File: config.mk
export PLATFORM = sky130hd
export DESIGN_NAME = qhbp_host
export DESIGN_NICKNAME = d
export VERILOG_FILES = /design/src/hw/qhbp_pkg.sv /design/src/hw/qhbp_host.sv /design/src/hw/qhbp_tick.sv
export SDC_FILE = /design/constraint.sdc
export NUM_CORES = 1
export LEC_CHECK = 0
export BUFFER_PORTS_ARGS = -buffer_cell sky130_fd_sc_hd__buf_4
export CORE_AREA = 4 4 71 87
export CTS_CLUSTER_DIAMETER = 80
export DETAILED_ROUTE_END_ITERATION = 12
export DIE_AREA = 0 0 75 91
export PLACE_DENSITY = 0.54
export SYNTH_ARGS = -nofsm -noshare
export SYNTH_HDL_FRONTEND = slang
export SYNTH_SLANG_ARGS = --single-unit
export TNS_END_PERCENT = 30
File: constraint.sdc
create_clock -name mclk_i -period 3.47 [get_ports mclk_i]
set_clock_uncertainty 0.1 [all_clocks]
set_input_delay 0.5205 -clock mclk_i [delete_from_list [all_inputs] [get_ports mclk_i]]
set_output_delay 0.5205 -clock mclk_i [all_outputs]
set_load 0.02 [all_outputs]
File: src/hw/qhbp_pkg.sv
// Constants shared by the quad UART host bus port controller
package qhbp_pkg;
  localparam int QHBP_DATA_W = 8;           // Data bus width
  localparam int QHBP_REG_W = 3;            // Register address lines
  localparam int QHBP_CHAN_W = 2;           // Channel number width
  localparam int QHBP_NCHAN = 4;            // Channels A to D
  localparam int QHBP_DIV_CYCLES = 4;       // Clock cycles per bus tick
  localparam int QHBP_DIV_W = 2;            // Divider counter width
  localparam int QHBP_PH_W = 2;             // Phase tick counter width
  localparam logic [1:0] QHBP_SETUP_TICKS = 2'h1;   // Address/select before strobe
  localparam logic [1:0] QHBP_STROBE_TICKS = 2'h2;  // Strobe low width
  localparam logic [1:0] QHBP_HOLD_TICKS = 2'h1;    // Hold after strobe rises
  localparam logic QHBP_STYLE_STROBE = 1'h1;        // Bus-style pin: strobe mode
  localparam logic [3:0] QHBP_ALL_DESEL = 4'hf;     // No select asserted
  typedef enum logic [1:0] {QHBP_IDLE, QHBP_SETUP, QHBP_STROBE, QHBP_HOLD} qhbp_state_t;
endpackage

File: src/hw/qhbp_host.sv
// Host controller driving a quad UART parallel bus port in either bus style
`timescale 1ns/10ps
module qhbp_host
  import qhbp_pkg::*;
(
  input wire logic mclk_i,                     // System clock, 250 MHz
  input wire logic rst_i,                      // Synchronous reset, active high
  input wire logic bus_style_i,                // 1 strobe mode, 0 single-select mode
  input wire logic req_i,                      // Access request
  output logic ready_o,                        // Idle, request accepted
  input wire logic write_i,                    // 1 write, 0 read
  input wire logic [QHBP_CHAN_W-1:0] chan_i,   // Channel 0..3 = A..D
  input wire logic [QHBP_REG_W-1:0] reg_i,     // Register within channel
  input wire logic [QHBP_DATA_W-1:0] wdata_i,  // Write byte
  output logic done_o,                         // Access finished pulse
  output logic [QHBP_DATA_W-1:0] rdata_o,      // Last byte read
  output logic [QHBP_REG_W-1:0] reg_addr_o,    // Register address pins
  output logic [QHBP_DATA_W-1:0] data_o,       // Data bus drive value
  output logic data_oe_n_o,                    // Data bus enable, low drives
  input wire logic [QHBP_DATA_W-1:0] data_i,   // Data bus level
  output logic read_strobe_n_o,                // Read strobe pin
  output logic write_strobe_n_o,               // Write strobe or direction pin
  output logic chan_a_select_n_o,              // Channel A / device select
  output logic chan_b_select_n_o,              // Channel B select / channel_addr_lo
  output logic chan_c_select_n_o,              // Channel C select / channel_addr_hi
  output logic chan_d_select_n_o               // Channel D select
);
  // ****************************************
  // State
  // ****************************************
  typedef struct packed {
    qhbp_state_t st;
    logic [QHBP_PH_W-1:0] cnt;
    logic write;
    logic single;
    logic [QHBP_CHAN_W-1:0] chan;
    logic [QHBP_REG_W-1:0] addr;
    logic [QHBP_DATA_W-1:0] wdata;
    logic [QHBP_DATA_W-1:0] rdata;
    logic done;
    logic rs_n;
    logic ws_n;
    logic oe_n;
    logic [QHBP_NCHAN-1:0] cs_n;
  } qhbp_host_state_t;

  qhbp_host_state_t s;
  qhbp_host_state_t next_s;
  logic tick;

  // One-hot low select for a channel number
  function automatic logic [QHBP_NCHAN-1:0] chan_sel_n(input logic [QHBP_CHAN_W-1:0] c);
    logic [QHBP_NCHAN-1:0] v;
    v = QHBP_ALL_DESEL;
    v[c] = 1'b0;
    return v;
  endfunction

  // Bus tick divider, restarted when a request is taken
  qhbp_tick u_tick (
    .mclk_i(mclk_i),
    .rst_i(rst_i),
    .clear_i(ready_o && req_i),
    .tick_o(tick)
  );

  // ****************************************
  // Access sequencer
  // ****************************************
  always_comb begin
    next_s = s;
    next_s.done = 1'b0;
    case (s.st)
      QHBP_IDLE: begin
        if (req_i) begin
          next_s.st = QHBP_SETUP;
          next_s.cnt = '0;
          next_s.write = write_i;
          next_s.single = (bus_style_i != QHBP_STYLE_STROBE);
          next_s.chan = chan_i;
          next_s.addr = reg_i;
          next_s.wdata = wdata_i;
          next_s.oe_n = ~write_i;
          next_s.rs_n = 1'b1;
          if (bus_style_i == QHBP_STYLE_STROBE) begin
            next_s.ws_n = 1'b1;
            next_s.cs_n = chan_sel_n(chan_i);
          end else begin
            next_s.ws_n = ~write_i;
            next_s.cs_n = {1'b1, chan_i[1], chan_i[0], 1'b1};
          end
        end
      end
      QHBP_SETUP: begin
        if (tick) begin
          if (s.cnt == QHBP_SETUP_TICKS - 2'h1) begin
            next_s.st = QHBP_STROBE;
            next_s.cnt = '0;
            if (s.single) begin
              next_s.cs_n[0] = 1'b0;
            end else if (s.write) begin
              next_s.ws_n = 1'b0;
            end else begin
              next_s.rs_n = 1'b0;
            end
          end else begin
            next_s.cnt = s.cnt + 2'h1;
          end
        end
      end
      QHBP_STROBE: begin
        if (tick) begin
          if (s.cnt == QHBP_STROBE_TICKS - 2'h1) begin
            next_s.st = QHBP_HOLD;
            next_s.cnt = '0;
            if (!s.write) begin
              next_s.rdata = data_i;
            end
            if (s.single) begin
              next_s.cs_n[0] = 1'b1;
            end else begin
              next_s.rs_n = 1'b1;
              next_s.ws_n = 1'b1;
            end
          end else begin
            next_s.cnt = s.cnt + 2'h1;
          end
        end
      end
      QHBP_HOLD: begin
        if (tick) begin
          if (s.cnt == QHBP_HOLD_TICKS - 2'h1) begin
            next_s.st = QHBP_IDLE;
            next_s.cnt = '0;
            next_s.done = 1'b1;
            next_s.oe_n = 1'b1;
            next_s.rs_n = 1'b1;
            next_s.ws_n = 1'b1;
            next_s.cs_n = QHBP_ALL_DESEL;
          end else begin
            next_s.cnt = s.cnt + 2'h1;
          end
        end
      end
      default: begin
        next_s.st = QHBP_IDLE;
      end
    endcase
  end

  // State register, pins idle after reset
  always_ff @(posedge mclk_i) begin
    if (rst_i) begin
      s <= '0;
      s.st <= QHBP_IDLE;
      s.rs_n <= 1'b1;
      s.ws_n <= 1'b1;
      s.oe_n <= 1'b1;
      s.cs_n <= QHBP_ALL_DESEL;
    end else begin
      s <= next_s;
    end
  end

  // ****************************************
  // Outputs
  // ****************************************
  assign ready_o = (s.st == QHBP_IDLE);
  assign done_o = s.done;
  assign rdata_o = s.rdata;
  assign reg_addr_o = s.addr;
  assign data_o = s.wdata;
  assign data_oe_n_o = s.oe_n;
  assign read_strobe_n_o = s.rs_n;
  assign write_strobe_n_o = s.ws_n;
  assign chan_a_select_n_o = s.cs_n[0];
  assign chan_b_select_n_o = s.cs_n[1];
  assign chan_c_select_n_o = s.cs_n[2];
  assign chan_d_select_n_o = s.cs_n[3];
endmodule

File: src/hw/qhbp_tick.sv
// Restartable divider giving a one-cycle bus tick enable
`timescale 1ns/10ps
module qhbp_tick
  import qhbp_pkg::*;
(
  input wire logic mclk_i,   // System clock
  input wire logic rst_i,    // Synchronous reset, active high
  input wire logic clear_i,  // Restart the divider
  output logic tick_o        // One-cycle enable pulse
);
  typedef struct packed {
    logic [QHBP_DIV_W-1:0] cnt;
    logic tick;
  } qhbp_tick_state_t;

  qhbp_tick_state_t s;
  qhbp_tick_state_t next_s;

  // Count cycles, pulse on the last one
  always_comb begin
    next_s = s;
    next_s.tick = 1'b0;
    if (clear_i) begin
      next_s.cnt = '0;
    end else if (s.cnt == QHBP_DIV_W'(QHBP_DIV_CYCLES - 1)) begin
      next_s.cnt = '0;
      next_s.tick = 1'b1;
    end else begin
      next_s.cnt = s.cnt + QHBP_DIV_W'(1);
    end
  end

  // State register
  always_ff @(posedge mclk_i) begin
    if (rst_i) begin
      s <= '0;
    end else begin
      s <= next_s;
    end
  end

  assign tick_o = s.tick;
endmodule

-- Word level (Yosys, flattened, before mapping)
Index checks and enable logic that the tools add are counted.
- bits in registers: 38
- input port bits: 26
- word-level logic and storage cells: 95
- add/subtract/negate cells: 2
- $lt $le $gt $ge: 2
- equality and inequality tests: 18
- muxes and demuxes: 35
- bitwise gates (word level): 6
- reductions and logical operators: 16
- operators with widths (cell ; number):
    $mux W2 ; 11
    $ne A2 B2 Y1 const B ; 10
    $reduce_and A10 Y1 ; 2
    $mux W19 ; 1
    $mux W4 ; 4
    $pmux W4 S4 ; 1
    $mux W7 ; 2
    $reduce_and A4 Y1 ; 3
    $mux W1 ; 11
    $reduce_and A9 Y1 ; 1
    $mux W8 ; 1
    $pmux W2 S4 ; 1
    $pmux W4 S2 ; 1
    $reduce_and A7 Y1 ; 1
    $eq A2 B2 Y1 const B ; 3
    $ne A2 B1 Y1 const B ; 3
    $reduce_or A3 Y1 ; 2
    $not A1 Y1 ; 5
    $add A2 B1 Y2 const B ; 2
    $eq A2 B1 Y1 const B ; 2
    $logic_not A2 Y1 ; 2
    $not A4 Y4 ; 1
    $pmux W1 S4 ; 1
    $lt A2 B3 Y1 const B ; 1
    other kinds (6) ; 7

-- Logic depth before layout (Yosys ltp)
Gate-level depths: netlist of run 1.
- depth in word-level cells: 8
- mapped depth: 7
- depth with buffers taken out: 6

-- Modules after synthesis
Synthesis of run 1 repeated with hierarchy kept, for this count alone.
- cell total of the unflattened synthesis: 216
- area, all modules: 1785.5 µm²
- modules (own cells, without submodules) (module ; times used ; cells each ; area each (µm²)):
    qhbp_host ; 1 ; 209 ; 1677.9
    qhbp_tick ; 1 ; 7 ; 107.6

-- Least setup slack after synthesis of run 1
Ideal clock, no wire load.
- path type: reg-to-reg
- start point: register s[34] in the netlist's numbering
- end point: register s (netlist bit read_strobe_n_o)
- arrival time: 1.624 ns
- required time: 3.251 ns
- path slack: 1.627 ns
- cell stages (with the launch flop): 7
- buffers on the path: 0
- path through: dfxtp_1 > inv_1 > ha_1 > nor2b_1 > a2111oi_4 > and4_1 > o21ai_1
- word-level cells in the longest chain between the ends: 3
- RTL lines (item ; RTL line ; source):
    start, declared ; qhbp_host.sv:47 ; qhbp_host_state_t s;
    start signal, assigned ; qhbp_host.sv:161 ; s <= next_s;
    $logic_not A2 Y1 (*) ; - ;
    via ready_o ; qhbp_host.sv:10 ; output logic ready_o,
    $ne A2 B2 Y1 (no line) ; - ;
    $reduce_and A10 Y1 (no line) ; - ;
Mark *: on every way through the listed nets, which the timed path passes. The rest lies on a longest branch.
A chain may end at the register's enable or synchronous reset.

-- Final worst setup path of run 1
- start point: register s[34] in the netlist's numbering
- end point: register s (netlist bit read_strobe_n_o)
- word-level cells in the longest chain between the ends: 3
- RTL lines (item ; RTL line ; source):
    $eq A2 B1 Y1 (tied with other cells) ; qhbp_host.sv:73 ; case (s.st)
    $ne A2 B2 Y1 (no line) / $ne A2 B1 Y1 (equally long branches) ; - ;
    $reduce_and A10 Y1 (no line) ; - ;
Several ways; a longest one is shown, not always the timed one.

==> results of run 1 <==
==> routing by layer <==
layer / GRT usage, % / part of all wire [%]
met2: 17.9 / 45
met5: 0 / 0
met4: 5.34 / 2.0
met1: 15.9 / 45
met3: 3.65 / 8.3
==> critical path, delay by kind of cell (launching register included) <==
kind                       cells  cell delay (ps)
and+or+nand+nor                2              440
buffers and inverters          1              120
AOI/OAI and AO/OA              2              450
DFF                            1              450
adders and majority gates      1              260
==> worst paths after layout <==
path                    start               to  slack (ps)  cells past startpoint
setup / recovery        s[34]  read_strobe_n_o        1540                      6
hold / removal    u_tick.s[1]      u_tick.s[1]         330                      1
setup reg to reg        s[34]  read_strobe_n_o        1540                      6
hold reg to reg   u_tick.s[1]      u_tick.s[1]         330                      1
==> area by class of cell <==
class / instances / area (um^2)
fillers: 561 / 3030
multi-input cells: 143 / 895
flip-flops and latches: 36 / 721
repair buffers: 53 / 398
well taps: 62 / 77.6
clock buffers: 6 / 72.6
clock inverters: 2 / 35.0
inverters: 8 / 30.0
==> per-stage QoR <==
step | total power [W] | setup slack (ps) | cells | area [um^2] | hold slack, ps
2_1_floorplan | 0.00104 | 1630 | 214 | 1820 | 305
3_3_place_gp | 0.00121 | 1600 | 302 | 2120 | 320
3_5_place_dp | 0.00122 | 1550 | 302 | 2120 | 322
4_1_cts | 0.00158 | 1540 | 310 | 2230 | 336
5_1_grt | 0.00167 | 1380 | 310 | 2230 | 355
6_report | 0.00155 | 1540 | 310 | 2230 | 332
==> synth_stat cells (2+ instances only) <==
cell type  number
a31oi_1         2
buf_2           3
a22oi_1         2
a21oi_2         3
o21ai_0         5
mux2i_1         2
nor2_1          7
or3_1           2
a21oi_1        22
ha_1           11
nand2b_1        4
clkbuf_1        5
nand3_1         2
and2_1          2
nor2b_1         6
a211oi_1        4
inv_1           8
nor3b_1         2
nand2_1        45
dfxtp_1        36
buf_4          19
or2b_1          2
==> kinds of logic after synthesis <==
group           after synthesis
flops                        36
fa+ha+maj                    11
simple gates                 80
mux                           2
compound gates               50
buf+inv                      35
==> power by group through the flow <==
stage | Sequential (W) | Combinational (W) | Clock [W]
final | 0.000540 | 0.000660 | 0.000354
after CTS | 0.000541 | 0.000667 | 0.000370
after global placement | 0.000549 | 0.000663 | 0
after floorplan | 0.000571 | 0.000464 | 0
after global routing | 0.000550 | 0.000733 | 0.000390
after detailed placement | 0.000549 | 0.000667 | 0
==> flip-flops by register name (all words and copies together), names as in the netlist, 2 cells and up <==
name and count:
data_o 8, rdata_o 8, reg_addr_o 3, s 6, u_tick.s 2
==> results_dict.tcl, run 1 <==
set metrics [dict create \
    syn_to_final_growth_pct 22.3 \
    cts_sinks 36 \
    final_nets 284 \
    p_switching_w 0.000576 \
    status "finished, final reports clean" \
    min_period_ps 1930 \
    dp_hpwl_um 2910 \
    power_density_mw_per_mm2 698 \
    drtIter0Drc 36 \
    internal_power_w 0.000978 \
    syn-num-nets 251 \
    wl_per_cell_um 12.8 \
    syn_inst 214 \
    drcViolationCount 0 \
    fp.dieH_um 91 \
    num_rows 29 \
    yosysTopAreaCellShare_pct 39.6 \
    end_kind "flop" \
    rsz0062_at_grt "no" \
    fin_crit_sh_pct 55.7 \
    tightest_slew_ps 616 \
    relSlewSlack_pct 58.9 \
    grt_util_all_layers_pct 12.1 \
    p_sw_share_pct 37.1 \
    cp_cell_sequence "inv_1 > ha_1 > nor2b_1 > a2111oi_4 > and4_1 > o21ai_1" \
    initial_core_util_pct 34.6 \
    post-route-util_pct 42.4 \
    yosysSeqAreaShare_pct 39.6 \
    netlist_area_mm2 0.00182 \
    yosysUniqueCellTypes 42 \
    grt_max_degree 35 \
    post_cts_buffers 0 \
    final_common_cell "buf_4" \
    clockPowerShare_pct 22.8 \
    synth-simple-area-share_pct 21.6 \
    setup_tns_ps 0 \
    n_antenna_cell 0 \
    cts.clk_slew.worst_paths_ps 70 \
    antenna_found_initial 0 \
    synth_adder_area_share_pct 7.55 \
    start_kind "flop" \
    fp.dieArea_mm2 0.00683 \
    synth-xor-area-share_pct 0 \
    clockBufferDepth 2 \
    drt.antenna.violating_nets 0 \
    slowest_delay_ps 450 \
    die_w_um 75 \
    synth_ff_type "dfxtp_1" \
    hold_viol_final 0 \
    wl_um 3980 \
    hold_class "reg -> reg" \
    gp_congestion 0.783 \
    viasPerCell 4.78 \
    path_class "reg -> reg" \
    cp.arrival_ps 2000 \
    crit_fanout 7 \
    mostFrequentLayoutCells "53 x buf_4, 45 x nand2_1, 36 x dfxtp_1" \
    worstPathRequired_ps 3540 \
    synth-compound-area-share_pct 18.9 \
    cts-hold-fix-buffers 0 \
    crit_slowest_cell "dfxtp_1" \
    grt_pass1_wl_um 6390 \
    fmax_ghz 0.517 \
    ioPinCount 54 \
    synthTopCellsByArea "dfxtp_1 40%, nand2_1 9.3%, buf_4 7.8%" \
    synth_top_family_by_area "simple AND/OR/NAND/NOR gates" \
    htree_levels 2 \
    tritoncts "built" \
    drive_above_1_share_pct 27.8 \
    setup_viol 0 \
    coreArea_mm2 0.00526 \
    power.leakage_nw 0.925 \
    clkLatencyLatePin_ps 280 \
    maxCapViolations 0 \
    power_frac_comb_pct 42.5 \
    synth_edf_count 0 \
    cts_made_buffers 5 \
    post_cts_resized 0 \
    grt_overflow 0 \
    async_flop_share_pct 0 \
    slew_violations 0 \
    ir_worst_vdd_mv 0.290 \
    synth_warnings 0 \
    vias 1483 \
    dr.pass1.iters 4 \
    yosys.area.top_type "dfxtp_1" \
    ys_ff_latch 36 \
    grt_pass1_vias 1383 \
    io_buffers 53 \
    cts_root_buffer "clkbuf_8" \
    synth.avg_cell_area_um2 8.51 \
    seqPwrFrac_pct 34.7 \
    synth.area.mux_share_pct 1.10 \
]
Note: power is estimated with default switching activity, not from simulation.
==> run 2: changes to the inputs <==
==> constraint.sdc (replaced) <==
create_clock -name mclk_i -period 1.8 [get_ports mclk_i]
set_clock_uncertainty 0.1 [all_clocks]
set_input_delay 0.27 -clock mclk_i [delete_from_list [all_inputs] [get_ports mclk_i]]
set_output_delay 0.27 -clock mclk_i [all_outputs]
set_load 0.02 [all_outputs]
==> run 2 against run 1 <==
Utilization up 2.3 points. Critical endpoint unchanged. Sequential power up 93%. Via count up 5.1%. Critical path depth unchanged. Final area up 5.5%. Worst setup slack worse by 1400 ps. Highest routed layer unchanged. Hold slack worse by 230 ps. Total power up 98%. Fmax up 14%. Combinational power up 130%. Clock power up 51%.
==> results_dict.tcl, run 2 (synthesized netlist as in run 1, its figures left out) <==
set metrics [dict create \
    gp_congestion 0.815 \
    worstPathRequired_ps 1870 \
    cp_cell_sequence "inv_2 > ha_1 > nor2b_1 > a2111oi_4 > and4_1 > o21ai_1" \
    final_common_cell "buf_4" \
    cts-hold-fix-buffers 0 \
    initial_core_util_pct 34.6 \
    maxCapViolations 0 \
    fp.dieH_um 91 \
    num_rows 29 \
    n_antenna_cell 0 \
    internal_power_w 0.00191 \
    grt_util_all_layers_pct 12.8 \
    crit_fanout 5 \
    cts_root_buffer "clkbuf_8" \
    drt.antenna.violating_nets 0 \
    p_switching_w 0.00117 \
    path_class "reg -> reg" \
    clockPowerShare_pct 17.3 \
    fillers 525 \
    cp_num_buf_inv 1 \
    reg2reg_to "read_strobe_n_o" \
    setup_viol 0 \
    min_to "s[29]" \
    hold_viol_final 0 \
    min_period_ps 1700 \
    min_from "bus_style_i" \
    cp.depth 6 \
    drive_above_1_share_pct 35.5 \
    cp_top_family "simple AND/OR/NAND/NOR gates" \
    antenna_found_initial 0 \
    wl_um 4200 \
    rsz0062_at_grt "yes" \
    drtIter0Drc 66 \
    grt_overflow 0 \
    p_sw_share_pct 38.1 \
    grt_pass1_wl_um 6960 \
    clockBufferDepth 2 \
    hold_class "in -> reg" \
    tritoncts "built" \
    htree_levels 2 \
    post-route-util_pct 44.7 \
    relSlewSlack_pct 74.4 \
    wl_per_cell_um 13.1 \
    clkLatencyLatePin_ps 290 \
    final_nets 296 \
    placed_cells 314 \
    vias 1558 \
    syn_to_final_growth_pct 29.1 \
    dp_hpwl_um 3060 \
    status "finished, final reports clean" \
    drcViolationCount 0 \
    cts.clk_slew.worst_paths_ps 70 \
    reg2reg_slack_ps 100 \
    fin_crit_sh_pct 94.3 \
    ioPinCount 54 \
    slowest_delay_ps 370 \
    cts_made_buffers 5 \
    fmax_ghz 0.589 \
    post_cts_buffers 0 \
    mostFrequentLayoutCells "65 x buf_4, 45 x nand2_1, 34 x dfxtp_1" \
    cp.arrival_ps 1770 \
    power_frac_comb_pct 48.9 \
    crit_slowest_cell "a2111oi_4" \
    fp.dieArea_mm2 0.00683 \
    dr.pass1.iters 4 \
    power.leakage_nw 0.973 \
    layout.cells.non_filler 321 \
    r2r_cells 6 \
    tightest_slew_ps 383 \
    grt_pass1_vias 1503 \
    coreArea_mm2 0.00526 \
    end_kind "flop" \
    die_w_um 75 \
    io_buffers 53 \
    ir_worst_vdd_mv 0.734 \
    slew_violations 0 \
    start_kind "flop" \
    total_power_w 0.00308 \
    seqPwrFrac_pct 33.8 \
    worstReg2RegStart "s[33]" \
    grt_max_degree 35 \
    whs_path_depth 2 \
    power_density_mw_per_mm2 1310 \
    cts_sinks 36 \
    viasPerCell 4.85 \
]
-- run 2: cell count changes in the layout (fill, tap and decap cells not counted), sizes merged --
cell / before / now
buf: 53 / 65
bufinv: 1 / 0
-- run 2: how the worst max path moves through the flow --
stage               start               end
global placement    s[33]             s[33]
global route        s[33]  write_strobe_n_o
CTS                 s[33]       data_oe_n_o
floorplan           s[34]   read_strobe_n_o
detailed placement  s[33]             s[33]
finish              s[33]   read_strobe_n_o
-- run 2: final cells by class --
class | instances | area [um^2] | share of cell area, %
Multi-Input combinational cell | 143 | 955 | 40.6
Sequential cell | 36 | 723 | 30.8
Inverter | 8 | 30.0 | 1.28
Clock inverter | 1 | 5.00 | 0.213
Tap cell | 62 | 77.6 | 3.30
Clock buffer | 6 | 72.6 | 3.09
Timing Repair Buffer | 65 | 488 | 20.8
-- run 2: power by group through the flow --
stage | Clock (W) | Combinational (W) | Sequential, W
floorplan | 0 | 0.000901 | 0.00110
global placement | 0 | 0.00142 | 0.00105
detailed placement | 0 | 0.00142 | 0.00105
CTS | 0.000560 | 0.00143 | 0.00104
global route | 0.000595 | 0.00164 | 0.00106
finish | 0.000533 | 0.00151 | 0.00104
-- run 2: stage by stage --
step                setup TNS, ps  setup WS, ps  area [um^2]  hold slack [ps]
floorplan                       0          38.7         1820              266
finish                          0           102         2350              106
CTS                             0          23.7         2290              102
global placement                0          21.5         2210              321
global route               -0.760        -0.760         2350              106
detailed placement          -3.71         -3.71         2210              323
-- run 2: timing repair --
item                       in CTS  in global routing
pin swaps                       0                  3
cloned                          0                  0
resized for setup               2                 12
setup endpoints to repair       3                  8
-- run 2: per-layer routing --
layer	GRT usage, %	routed length (um)
met1	16.0	1900
met2	20.6	1930
met3	3.98	327
met4	4.01	51
met5	0	0
